## src/sdm_pkg.sv

```systemverilog
// Shared constants of the step and direction motor drive control block
package sdm_pkg;

   // ****************************************************************
   // Timebase
   // ****************************************************************
   localparam int CLK_HZ             = 40_000_000;
   localparam int CYC_PER_US         = CLK_HZ / 1_000_000;
   localparam int IDLE_DELAY_US      = 400_000;
   localparam int IDLE_DELAY_CYCLES  = IDLE_DELAY_US * CYC_PER_US;
   localparam int STEP_MAX_HZ        = 200_000;
   localparam int STEP_MIN_CYCLES    = CLK_HZ / STEP_MAX_HZ;
   localparam int FLASH_ON_US        = 200_000;
   localparam int FLASH_OFF_US       = 200_000;
   localparam int FLASH_GAP_US       = 1_000_000;
   localparam int FLASH_ON_CYCLES    = FLASH_ON_US * CYC_PER_US;
   localparam int FLASH_OFF_CYCLES   = FLASH_OFF_US * CYC_PER_US;
   localparam int FLASH_GAP_CYCLES   = FLASH_GAP_US * CYC_PER_US;
   localparam int TIMER_W            = 26;

   // ****************************************************************
   // Register map
   // ****************************************************************
   localparam logic [7:0] ADDR_CONFIG     = 8'h00;
   localparam logic [7:0] ADDR_STATUS     = 8'h04;
   localparam logic [7:0] ADDR_POSITION   = 8'h08;
   localparam logic [7:0] ADDR_INT_STATUS = 8'h0c;
   localparam logic [7:0] ADDR_INT_MASK   = 8'h10;

   // CONFIG fields, a bit at one means the switch is on
   localparam int CFG_CUR_LSB   = 0;
   localparam int CFG_IDLE_BIT  = 3;
   localparam int CFG_MSTEP_LSB = 4;
   localparam int CFG_FAM_BIT   = 7;
   localparam logic [7:0] CONFIG_RESET = 8'h07;

   // STATUS fields
   localparam int ST_ENABLED   = 0;
   localparam int ST_REDUCED   = 1;
   localparam int ST_DIR       = 2;
   localparam int ST_FAULT_OC  = 3;
   localparam int ST_FAULT_OV  = 4;
   localparam int ST_LEVEL_LSB = 8;
   localparam int ST_DIV_LSB   = 16;

   // Interrupt event bits
   localparam int EV_OVERCURRENT = 0;
   localparam int EV_OVERVOLTAGE = 1;
   localparam int EV_STEP_RATE   = 2;
   localparam int EV_IDLE_REDUCE = 3;
   localparam int EV_W           = 4;
   localparam logic [EV_W-1:0] INT_MASK_RESET = 4'h0;

   // Microstep divisions, index {family, sw7, sw6, sw5}
   localparam int DIV_W = 8;
   localparam logic [DIV_W-1:0] DIV_RESET = 8'h7d;
   localparam logic [15:0][DIV_W-1:0] DIV_TABLE = {
      8'h00, 8'h02, 8'h04, 8'h08, 8'h10, 8'h20, 8'h40, 8'h80,
      8'h05, 8'h0a, 8'h14, 8'h19, 8'h28, 8'h32, 8'h64, 8'h7d};
   localparam logic [3:0] MSTEP_INVALID = 4'hf;
   localparam int PHASE_W = 10;
   localparam int MICRO_PER_FULL_STEPS = 4;

   // Flash codes
   localparam logic [1:0] FLASH_NONE = 2'h0;
   localparam logic [1:0] FLASH_OC   = 2'h1;
   localparam logic [1:0] FLASH_OV   = 2'h2;

endpackage

```

## src/sdm_flash.sv

```systemverilog
// Fault indicator flash sequencer
`timescale 1ns/1ps
module sdm_flash
   import sdm_pkg::*;
#(
   parameter logic [TIMER_W-1:0] ON_CYCLES  = TIMER_W'(FLASH_ON_CYCLES),
   parameter logic [TIMER_W-1:0] OFF_CYCLES = TIMER_W'(FLASH_OFF_CYCLES),
   parameter logic [TIMER_W-1:0] GAP_CYCLES = TIMER_W'(FLASH_GAP_CYCLES)
)
(
   // Clock and reset
   input  wire logic       clk,
   input  wire logic       rst_n,
   // Flash count request, zero for dark
   input  wire logic [1:0] code,
   // Indicator
   output logic            led
);

   typedef enum logic [3:0]
   {
      FL_IDLE = 4'b0001,
      FL_ON   = 4'b0010,
      FL_OFF  = 4'b0100,
      FL_GAP  = 4'b1000
   } sdm_flash_state_type;

   sdm_flash_state_type     state_r;
   sdm_flash_state_type     state_nxt;
   logic [TIMER_W-1:0]      timer_r;
   logic [TIMER_W-1:0]      timer_nxt;
   logic [1:0]              count_r;
   logic [1:0]              count_nxt;
   logic [1:0]              code_r;
   logic [1:0]              code_nxt;
   logic                    done;

   assign done = (timer_r == '0);

   // ****************************************************************
   // Sequencer, code is sampled once per group so a group never tears
   // ****************************************************************
   always_comb
   begin
      state_nxt = state_r;
      timer_nxt = done ? timer_r : timer_r - 1'b1;
      count_nxt = count_r;
      code_nxt  = code_r;
      unique case (state_r)
         FL_IDLE:
            if (code != FLASH_NONE)
            begin
               state_nxt = FL_ON;
               code_nxt  = code;
               count_nxt = 2'h1;
               timer_nxt = ON_CYCLES - 1'b1;
            end
         FL_ON:
            if (done)
            begin
               state_nxt = (count_r == code_r) ? FL_GAP : FL_OFF;
               timer_nxt = (count_r == code_r) ? GAP_CYCLES - 1'b1
                                               : OFF_CYCLES - 1'b1;
            end
         FL_OFF:
            if (done)
            begin
               state_nxt = FL_ON;
               count_nxt = count_r + 2'h1;
               timer_nxt = ON_CYCLES - 1'b1;
            end
         FL_GAP:
            if (done)
               state_nxt = FL_IDLE;
      endcase
   end

   always_ff @(posedge clk)
   begin
      if (!rst_n)
      begin
         state_r <= FL_IDLE;
         timer_r <= '0;
         count_r <= 2'h0;
         code_r  <= FLASH_NONE;
         led     <= 1'b0;
      end
      else
      begin
         state_r <= state_nxt;
         timer_r <= timer_nxt;
         count_r <= count_nxt;
         code_r  <= code_nxt;
         led     <= (state_nxt == FL_ON);
      end
   end

endmodule

```

## src/sdm_drive_ctrl.sv

```systemverilog
// Step and direction motor drive control with APB register file
//
// Contract
// RL1: One microstep per step input rising edge; falling edge ignored.
// RL2: Direction low steps one sense, high steps the other.
// RL3: Power stage on while enable active, off while inactive.
// RL4: An unconnected enable line counts as enabled.
// RL5: Three current switches pick one of eight levels; all on is lowest.
// RL6: Idle switch off sets standstill current to half running current.
// RL7: Idle switch on keeps standstill current at running current.
// RL8: Half current after the idle delay since last step; full on next.
// RL9: Four microstep switches pick binary or decimal division.
// RL10: Controller keeps step rate at or below the maximum input rate.
// RL11: Overcurrent enters protection and repeats one red flash.
// RL12: Overvoltage enters protection and repeats two red flashes.
// RL13: Both faults show only the overcurrent code; three never shown.
// RL14: All four microstep switches on is invalid; previous kept.
//
// Added by the designer: register access over APB and the register addresses.
`timescale 1ns/1ps
module sdm_drive_ctrl
   import sdm_pkg::*;
#(
   parameter logic [TIMER_W-1:0] IDLE_CYCLES = TIMER_W'(IDLE_DELAY_CYCLES),
   parameter logic [TIMER_W-1:0] FL_ON_CYC   = TIMER_W'(FLASH_ON_CYCLES),
   parameter logic [TIMER_W-1:0] FL_OFF_CYC  = TIMER_W'(FLASH_OFF_CYCLES),
   parameter logic [TIMER_W-1:0] FL_GAP_CYC  = TIMER_W'(FLASH_GAP_CYCLES)
)
(
   // Clock and reset
   input  wire logic                REF_CLK,
   input  wire logic                RESET_N,
   // APB slave
   input  wire logic                PSEL,
   input  wire logic                PENABLE,
   input  wire logic                PWRITE,
   input  wire logic [7:0]          PADDR,
   input  wire logic [31:0]         PWDATA,
   output logic      [31:0]         PRDATA,
   output logic                     PREADY,
   output logic                     PSLVERR,
   // Motion controller inputs
   input  wire logic                STEP_PULSE_INPUT,
   input  wire logic                DIRECTION_INPUT,
   input  wire logic                DRIVE_ENABLE_INPUT,
   input  wire logic                DRIVE_ENABLE_CONNECTED,
   // Fault comparators
   input  wire logic                OVERCURRENT_DETECT,
   input  wire logic                OVERVOLTAGE_DETECT,
   // Power stage
   output logic                     STAGE_ENABLE,
   output logic      [2:0]          CURRENT_LEVEL,
   output logic                     CURRENT_HALF,
   output logic      [PHASE_W-1:0]  PHASE_INDEX,
   // Indication
   output logic                     FAULT_LED,
   output logic                     IRQ
);

   // ****************************************************************
   // Declarations
   // ****************************************************************
   logic [7:0]          config_r;
   logic [EV_W-1:0]     int_status_r;
   logic [EV_W-1:0]     int_status_nxt;
   logic [EV_W-1:0]     int_mask_r;
   logic [EV_W-1:0]     events;
   logic [31:0]         position_r;
   logic [PHASE_W-1:0]  phase_r;
   logic [PHASE_W-1:0]  phase_nxt;
   logic [DIV_W-1:0]    div_r;
   logic                step_prev_r;
   logic                reduced_r;
   logic                fault_oc_r;
   logic                fault_ov_r;
   logic [TIMER_W-1:0]  idle_cnt_r;
   logic [TIMER_W-1:0]  rate_cnt_r;
   logic                first_step_r;
   logic                pready_r;
   logic [31:0]         prdata_r;
   logic                pslverr_r;

   logic                setup_phase;
   logic                wr_en;
   logic                addr_ok;
   logic [31:0]         rd_mux;
   logic                step_rise;
   logic                enabled;
   logic                step_take;
   logic [3:0]          mstep_sel;
   logic                mstep_valid;
   logic [PHASE_W-1:0]  phase_limit;
   logic                idle_expired;
   logic                reduce_now;
   logic                rate_violation;
   logic [1:0]          flash_code;
   logic [2:0]          level;

   // ****************************************************************
   // APB decode
   // ****************************************************************
   assign setup_phase = PSEL & ~PENABLE;
   assign wr_en       = PSEL & PENABLE & pready_r & PWRITE & addr_ok;
   assign addr_ok     = (PADDR == ADDR_CONFIG)     |
                        (PADDR == ADDR_STATUS)     |
                        (PADDR == ADDR_POSITION)   |
                        (PADDR == ADDR_INT_STATUS) |
                        (PADDR == ADDR_INT_MASK);
   assign rd_mux =
      (PADDR == ADDR_CONFIG)     ? {24'h000000, config_r} :
      (PADDR == ADDR_STATUS)     ? {8'h00, div_r, 5'h00, level,
                                    3'h0, fault_ov_r, fault_oc_r,
                                    DIRECTION_INPUT, reduced_r,
                                    STAGE_ENABLE} :
      (PADDR == ADDR_POSITION)   ? position_r :
      (PADDR == ADDR_INT_STATUS) ? {28'h0000000, int_status_r} :
      (PADDR == ADDR_INT_MASK)   ? {28'h0000000, int_mask_r} :
                                   32'h00000000;

   // ****************************************************************
   // Step, direction and enable
   // ****************************************************************
   assign step_rise = STEP_PULSE_INPUT & ~step_prev_r; // RL1
   assign enabled   = ~DRIVE_ENABLE_CONNECTED | DRIVE_ENABLE_INPUT; // RL4
   // Steps are dropped while the stage is off, so position stays honest
   assign step_take = step_rise & STAGE_ENABLE; // RL3

   // ****************************************************************
   // Switch decode
   // ****************************************************************
   assign level = ~config_r[CFG_CUR_LSB +: 3]; // RL5
   assign mstep_sel   = {config_r[CFG_FAM_BIT],
                         config_r[CFG_MSTEP_LSB +: 3]};
   assign mstep_valid = (mstep_sel != MSTEP_INVALID); // RL14
   assign phase_limit = PHASE_W'(div_r) * PHASE_W'(MICRO_PER_FULL_STEPS);
   assign phase_nxt =
      DIRECTION_INPUT ? ((phase_r == '0) ? phase_limit - 1'b1
                                         : phase_r - 1'b1)
                      : ((phase_r >= phase_limit - 1'b1) ? '0
                                         : phase_r + 1'b1); // RL2

   // ****************************************************************
   // Idle reduction and rate check
   // ****************************************************************
   assign idle_expired = (idle_cnt_r >= IDLE_CYCLES - 1'b1);
   assign reduce_now   = ~config_r[CFG_IDLE_BIT] & idle_expired; // RL6 RL7
   // Spacing of one period of the maximum rate or less is flagged, not refused
   assign rate_violation = step_rise & ~first_step_r &
                           (rate_cnt_r < TIMER_W'(STEP_MIN_CYCLES)); // RL10

   // ****************************************************************
   // Faults and interrupts
   // ****************************************************************
   assign flash_code = fault_oc_r ? FLASH_OC :
                       fault_ov_r ? FLASH_OV : FLASH_NONE; // RL13
   assign events[EV_OVERCURRENT] = OVERCURRENT_DETECT & ~fault_oc_r;
   assign events[EV_OVERVOLTAGE] = OVERVOLTAGE_DETECT & ~fault_ov_r;
   assign events[EV_STEP_RATE]   = rate_violation;
   assign events[EV_IDLE_REDUCE] = reduce_now & ~reduced_r;
   // A new event in the clearing cycle survives the write
   assign int_status_nxt = (wr_en && PADDR == ADDR_INT_STATUS)
                         ? ((int_status_r & ~PWDATA[EV_W-1:0]) | events)
                         : (int_status_r | events);

   // ****************************************************************
   // Bus registers
   // ****************************************************************
   always_ff @(posedge REF_CLK)
   begin
      if (!RESET_N)
      begin
         pready_r   <= 1'b0;
         prdata_r   <= 32'h00000000;
         pslverr_r  <= 1'b0;
         config_r   <= CONFIG_RESET;
         int_mask_r <= INT_MASK_RESET;
      end
      else
      begin
         pready_r  <= setup_phase;
         prdata_r  <= setup_phase ? rd_mux : prdata_r;
         pslverr_r <= setup_phase & ~addr_ok;
         if (wr_en && PADDR == ADDR_CONFIG)
            config_r <= PWDATA[7:0];
         if (wr_en && PADDR == ADDR_INT_MASK)
            int_mask_r <= PWDATA[EV_W-1:0];
      end
   end

   // ****************************************************************
   // Motion state
   // ****************************************************************
   always_ff @(posedge REF_CLK)
   begin
      if (!RESET_N)
      begin
         step_prev_r  <= 1'b0;
         position_r   <= 32'h00000000;
         phase_r      <= '0;
         div_r        <= DIV_RESET;
         first_step_r <= 1'b1;
         rate_cnt_r   <= '0;
      end
      else
      begin
         step_prev_r <= STEP_PULSE_INPUT;
         if (mstep_valid)
            div_r <= DIV_TABLE[mstep_sel]; // RL9
         if (step_take)
         begin
            position_r <= DIRECTION_INPUT ? position_r - 32'h00000001
                                          : position_r + 32'h00000001; // RL2
            phase_r    <= phase_nxt; // RL1
         end
         else if (phase_r >= phase_limit)
            phase_r <= '0;
         if (step_rise)
         begin
            rate_cnt_r   <= '0;
            first_step_r <= 1'b0;
         end
         else if (rate_cnt_r != {TIMER_W{1'b1}})
            rate_cnt_r <= rate_cnt_r + 1'b1;
      end
   end

   // ****************************************************************
   // Current control and protection
   // ****************************************************************
   always_ff @(posedge REF_CLK)
   begin
      if (!RESET_N)
      begin
         idle_cnt_r    <= '0;
         reduced_r     <= 1'b0;
         fault_oc_r    <= 1'b0;
         fault_ov_r    <= 1'b0;
         int_status_r  <= '0;
         STAGE_ENABLE  <= 1'b0;
         CURRENT_LEVEL <= 3'h0;
         CURRENT_HALF  <= 1'b0;
         PHASE_INDEX   <= '0;
         IRQ           <= 1'b0;
      end
      else
      begin
         if (step_rise)
            idle_cnt_r <= '0; // RL8
         else if (!idle_expired)
            idle_cnt_r <= idle_cnt_r + 1'b1;
         reduced_r <= step_rise ? 1'b0 : reduce_now; // RL8
         // Protection latches until reset, as a supply fault may recur
         if (OVERCURRENT_DETECT)
            fault_oc_r <= 1'b1; // RL11
         if (OVERVOLTAGE_DETECT)
            fault_ov_r <= 1'b1; // RL12
         int_status_r  <= int_status_nxt;
         STAGE_ENABLE  <= enabled & ~fault_oc_r & ~fault_ov_r &
                          ~OVERCURRENT_DETECT & ~OVERVOLTAGE_DETECT; // RL3
         CURRENT_LEVEL <= level; // RL5
         CURRENT_HALF  <= step_rise ? 1'b0 : reduce_now; // RL6 RL7
         PHASE_INDEX   <= phase_r;
         IRQ           <= |(int_status_nxt & int_mask_r);
      end
   end

   // ****************************************************************
   // Fault indicator
   // ****************************************************************
   sdm_flash #(
      .ON_CYCLES  (FL_ON_CYC),
      .OFF_CYCLES (FL_OFF_CYC),
      .GAP_CYCLES (FL_GAP_CYC)
   ) u_flash (
      .clk   (REF_CLK),
      .rst_n (RESET_N),
      .code  (flash_code), // RL11 RL12 RL13
      .led   (FAULT_LED)
   );

   assign PRDATA  = prdata_r;
   assign PREADY  = pready_r;
   assign PSLVERR = pslverr_r;

endmodule

```

## config.mk

```make
export PLATFORM = sky130hd
export DESIGN_NAME = sdm_drive_ctrl
export DESIGN_NICKNAME = d
export VERILOG_FILES = /design/src/sdm_pkg.sv /design/src/sdm_flash.sv /design/src/sdm_drive_ctrl.sv
export SDC_FILE = /design/constraint.sdc
export NUM_CORES = 1
export LEC_CHECK = 0
export BUFFER_PORTS_ARGS = -buffer_cell sky130_fd_sc_hd__buf_2
export CELL_PAD_IN_SITES_DETAIL_PLACEMENT = 0
export CELL_PAD_IN_SITES_GLOBAL_PLACEMENT = 2
export CORE_MARGIN = 2
export CORE_UTILIZATION = 36
export CTS_CLUSTER_SIZE = 16
export DETAILED_ROUTE_END_ITERATION = 10
export GPL_TIMING_DRIVEN = 0
export PLACE_DENSITY = 0.79
export REMOVE_ABC_BUFFERS = 1
export SETUP_SLACK_MARGIN = 0.5
export SYNTH_ARGS = -nofsm -noshare
export SYNTH_HDL_FRONTEND = slang
export SYNTH_HIERARCHICAL = 1
export SYNTH_SLANG_ARGS = --single-unit
```

## constraint.sdc

```tcl
create_clock -name REF_CLK -period 3.8 [get_ports REF_CLK]
set_input_delay 0.76 -clock REF_CLK [delete_from_list [all_inputs] [get_ports REF_CLK]]
set_output_delay 0.76 -clock REF_CLK [all_outputs]
set_load 0.05 [all_outputs]
```

==> Word-level counts from Yosys, hierarchy flattened <==
Memories as Yosys holds them, arrays and structs flattened. A register that Yosys moved wholly into a read port is not among the register bits.
Index checks and enable logic that the tools add are counted.
{ "totals": {"regBits": 199, "latchBits": 0, "ramBits": 0, "mem_bits_ro": 128, "in_bits": 51, "output_inout_bits": 51, "word_cells": 136, "n_memories": 1} }
{ "classes": {"addsub": 9, "n_mul": 0, "div_mod_pow": 0, "n_lt_le_gt_ge": 4, "n_eq_ne": 14, "n_shift": 0, "n_mux": 29, "bitwise": 41, "reduce_logical": 14} }
{ "memory_table": {"columns": ["memory", "depth", "word_bits", "read_ports", "rd_clocked_by_memory_dff", "wr", "line", "text"], "rows": [
  ["(no name shown)", 16, 8, 1, 1, 0, "sdm_drive_ctrl.sv:208", "div_r <= DIV_TABLE[mstep_sel];"]
]} }
{ "ops": {"columns": ["op", "count"], "rows": [
  ["$mux 26", 5],
  ["$mux 32", 4],
  ["$pmux 26 s3", 1],
  ["$add 26x1->26 const B", 2],
  ["$mux 10", 5],
  ["$add 32x1->32 const B", 1],
  ["$mux 4", 8],
  ["$sub 32x1->32 const B", 1],
  ["$ge 26x24->1 const B", 1],
  ["$logic_not 26->1", 1],
  ["$lt 26x8->1 const B", 1],
  ["$ne 26x26->1 const B", 1],
  ["$sub 26x1->26 const B", 1],
  ["$ge 10x10->1", 2],
  ["$sub 10x1->10 const B", 2],
  ["$and 1x1->1", 18],
  ["$eq 8x4->1 const B", 2],
  ["$pmux 4 s4", 1],
  ["$not 1->1", 12],
  ["$add 10x1->10 const B", 1],
  ["$logic_not 10->1", 1],
  ["$and 4x4->4", 2],
  ["$eq 4x2->1 const B", 2],
  ["$eq 8x3->1 const B", 1],
  ["other kinds (22)", 35]
]} }

==> Depth between registers and ports, before layout <==
{ "logic_depth": {"depth_word": 10, "depth_mapped": 12, "ltp_nobuf": 11} }

==> Modules after synthesis <==
Netlist, hierarchy kept.
{ "by_module_without_submodules": {"columns": ["mod", "instances", "cells_each", "area_each_um2", "seq_area_each_um2"], "rows": [
  ["sdm_drive_ctrl", 1, 1170, 9491.6, 3443.3],
  ["sdm_flash", 1, 219, 1923.1, 700.7]
]} }

==> Worst setup path after synthesis <==
OpenSTA, ideal clock, no wires.
{ "synth_timing": {"kind": "input-to-reg", "start": "input DIRECTION_INPUT", "end": "register position_r[22]", "setup_ns": 0.125, "arrival_ns": 2.849, "required_ns": 3.675, "setup_slack_ns": 0.826, "cell_stages": 10, "path_buffers": 0, "path_cell_list": "inv_1 -> fa_1 -> and2b_1 -> o211ai_1 -> a211oi_1 -> o21bai_1 -> a211o_1 -> a2111oi_2 -> or3_1 -> nand3_1"} }
{ "synth_via": {"elab_chain_cells": 1} }
{ "synth_rtl": {"columns": ["element", "line", "text"], "rows": [
  ["from (decl)", "sdm_drive_ctrl.sv:44", "input wire logic DIRECTION_INPUT,"],
  ["$mux 32", "sdm_drive_ctrl.sv:211", "position_r <= DIRECTION_INPUT ? position_r - 32'h00000001"],
  ["to (signal assigned)", "sdm_drive_ctrl.sv:211", null],
  ["to (decl)", "sdm_drive_ctrl.sv:68", "logic [31:0] position_r;"]
]} }
Every way passes these cells.
A chain may end at the register's enable or synchronous reset.

==> Worst setup path after layout <==
Same ends and word-level chain as after synthesis.

==> results.py <==
metrics = {
    "global_routing": {
        "antenna_found_initial": 1,
        "grtUsageMet3_pct": 2.29,
        "grt_util_met1_pct": 25.7,
        "gr-total-overflow": 0,
        "grt.busiest_layer": "met2",
        "grtUsageMet2_pct": 29.9,
        "grt_pass1_vias": 9420,
        "grt_util_all_layers_pct": 18.3,
        "grt_max_degree": 60,
        "grt_pass1_wl_um": 49700,
    },
    "drt": {
        "route.detailed.drc": 0,
        "first_iter_violations": 552,
        "avgRoutedWirePerCell_um": 16.4,
        "finalWirelength_um": 30300,
        "vias": 9960,
        "drtPass1Iterations": 5,
        "ant_nets": 0,
        "vias_per_cell": 5.38,
    },
    "layout": {
        "nets": 1542,
        "fillers": 3303,
        "syn_to_final_growth_pct": 13.2,
        "drive_above_1_share_pct": 10.9,
        "final_util_pct": 41.2,
    },
    "timing": {
        "final_max_slew_viol_count": 0,
        "rsz0062_at_grt": "true",
        "fmax_ghz": 0.319,
        "setup_ws_ns": 0.668,
        "period_needed_ns": 3.13,
        "relSlewSlack_pct": 27.1,
        "finalHoldViolCount": 0,
        "worst_pin_slew_ns": 1.09,
        "final.setup_skew_ns": 0.00862,
        "fin_crit_sh_pct": 82.4,
        "finalSetupViolations": 0,
    },
    "setup_path": {
        "required_ns": 4.22,
        "critPathLaunchType": "input port",
        "cp-end-kind": "flip-flop",
        "criticalPathCategory": "in2reg",
        "critical_path.max_fanout": 55,
        "cp.arrival_ns": 3.55,
    },
    "clocking": {
        "clock_latency_ns": 0.54,
        "clk_path_buf_depth": 3,
        "h-tree-depth": 1,
        "clk_pin_slew_ns": 0.06,
        "cts_tree": "built",
        "numCtsBuffers": 26,
        "root_buffer": "clkbuf_16",
        "cts_sinks": 207,
    },
    "power": {
        "ir_worst_vdd_mv": 0.360,
        "totalPowerFinal_mw": 5.20,
        "power.density_nw_per_um2": 403,
        "p_leak_nw": 5.21,
    },
    "synth": {
        "synth_area_um2": 11400,
        "synth-xor-area-share_pct": 7.21,
        "yosysSeqAreaShare_pct": 36.3,
        "ys.flop_type": "dfxtp_1",
        "syn_inst": 1389,
        "yosys_warnings": 6,
        "ys_ff_latch": 207,
        "synth_top_family_by_area": "simple AND/OR/NAND/NOR gates",
        "synth_enable_flop_cells": 0,
        "synthDistinctLibCells": 94,
        "muxShareOfSynthArea_pct": 2.05,
        "synth-simple-area-share_pct": 25.9,
        "synthArstFlopShare_pct": 0,
        "synth-compound-area-share_pct": 18.3,
        "avgSynthCellArea_um2": 8.22,
        "synth_adder_area_share_pct": 6.53,
    },
    "floorplanning": {
        "initial_core_util_pct": 36.4,
        "die_h_um": 182,
        "die_w_um": 182,
        "dieArea_um2": 33100,
        "io_pins": 102,
        "fp-row-count": 65,
        "core-area_um2": 31400,
    },
    "place": {
        "dp_hpwl_um": 21100,
        "preCtsSetupSlack_ns": -1.07,
        "portBuffers": 77,
        "gp_congestion": 0.822,
    },
    "run_status": {
        "status": "finished, final reports clean",
    },
    "flow_run": {
        "maxCapViolations": 0,
    },
    "hold_path": {
        "hold_class": "in2reg",
    },
}
-- report_power, final --
group / leakage (nW) / switching (mW) / total, mW / internal, mW
Sequential: 1.68 / 0.0849 / 2.32 / 2.24
Clock: 0.370 / 0.938 / 2.25 / 1.31
Combinational: 3.16 / 0.394 / 0.634 / 0.240
Total: 5.21 / 1.42 / 5.20 / 3.79
-- synthesized netlist by cell type, drive strengths merged (5+ instances only) --
cell type	number	share of area [%]
o211ai	11	0.77
nor4	19	1.7
nor2b	17	0.93
a21oi	108	4.7
xnor2	40	3.1
a31oi	9	0.49
a221o	5	0.44
or3	12	0.66
dfxtp	207	36
xor2	54	4.1
o21a	7	0.47
mux2i	11	0.96
o311ai	5	0.38
a21boi	5	0.33
nand3b	6	0.43
nand3	77	3.5
buf	11	0.49
and2	19	1.0
a22oi	17	1.1
or4	5	0.39
o21ai	60	2.6
nand2	160	5.3
and4	6	0.46
clkbuf	54	1.8
nand4b	5	0.38
nor3	28	1.3
o31ai	9	0.59
inv	39	1.3
o221ai	5	0.38
nand4	28	1.7
nand2b	12	0.66
a211oi	9	0.59
and3	25	1.4
ha	58	6.4
a21o	26	1.7
nor2	153	5.2
-- worst max-delay path, stage by stage --
cell	delay (ns)
buf_12	0.25
clkinvlp_4	0.20
fa_1	0.44
and2b_1	0.24
o211ai_1	0.16
a211oi_2	0.26
o21bai_1	0.13
a211o_1	0.41
a2111oi_2	0.43
or3_1	0.18
nand3_1	0.06
-- metrics by stage --
| stage | cells | area, um^2 | setup TNS [ns] | hold slack (ns) |
|---|---|---|---|---|
| final | 1850 | 12900 | 0 | 0.428 |
| after global routing | 1850 | 12900 | 0 | 0.430 |
| after CTS | 1848 | 12900 | 0 | 0.394 |
| after detailed placement | 1804 | 12100 | -9.96 | 0.443 |
| after global placement | 1802 | 12000 | -33.19 | 0.437 |
| after floorplan | 1323 | 11100 | 0 | 0.420 |
-- state kept, by name (all words and copies together) (netlist names), 2 cells and up --
register and cells:
int_mask_r 4, rate_cnt_r 26, int_status_r 4, idle_cnt_r 26, phase_r 10, CURRENT_LEVEL 3, PRDATA 32, u_flash/timer_r 26
u_flash/code_r 2, config_r 8, u_flash/count_r 2, div_r 8, u_flash/state_r 4, PHASE_INDEX 10, position_r 32
-- placed cells by master (no fill, tap or decap), drive strengths merged, types with 25 or more instances in the layout --
| cell | n |
|---|---|
| nand3 | 77 |
| clkbuf | 40 |
| a21o | 26 |
| ha | 58 |
| nand2 | 160 |
| nor3 | 28 |
| buf | 81 |
| inv | 38 |
| o21ai | 60 |
| a21oi | 108 |
| xnor2 | 40 |
| dfxtp | 207 |
| nand4 | 28 |
| xor2 | 54 |
| and3 | 25 |
| nor2 | 153 |
-- cells by family after synthesis --
family                     count (synthesis)
AOI/OAI and AO/OA                        321
and+or+nand+nor                          584
buffers and inverters                    106
muxes                                     18
adders and majority gates                 59
xor gates and xnor gates                  94
DFF                                      207
-- worst paths after layout --
kind / slack, ns / cells past startpoint / startpoint / end
min: 0.43 / 2 / OVERCURRENT_DETECT / STAGE_ENABLE
max reg2reg: 0.71 / 10 / div_r[0] / phase_r[5]
max: 0.67 / 11 / DIRECTION_INPUT / position_r[22]
min reg2reg: 0.45 / 2 / PRDATA[4] / PRDATA[4]
-- cell type report --
type	instances	area (um^2)	share of cell area [%]
Inverter	40	156	1.21
Tap cell	402	503	3.89
Clock buffer	40	733	5.67
Multi-Input combinational cell	1076	6870	53.2
Antenna cell	1	2.50	0.0194
Clock inverter	3	26.3	0.203
Sequential cell	207	4140	32.1
Timing Repair Buffer	81	483	3.74
-- repair_timing --
item	in CTS	in global routing
endpoints found under the setup margin	21	12
endpoints found under the hold margin	0	0
hold buffers	0	0
setup buffers	1	0
resized for setup	5	4
-- per-layer routing --
layer,share of wire [%],wire (um)
met5,0,0
met4,1.9,584
met3,3.9,1170
met2,45,13600
met1,49,15000
Power figures use the tool's default switching activity.
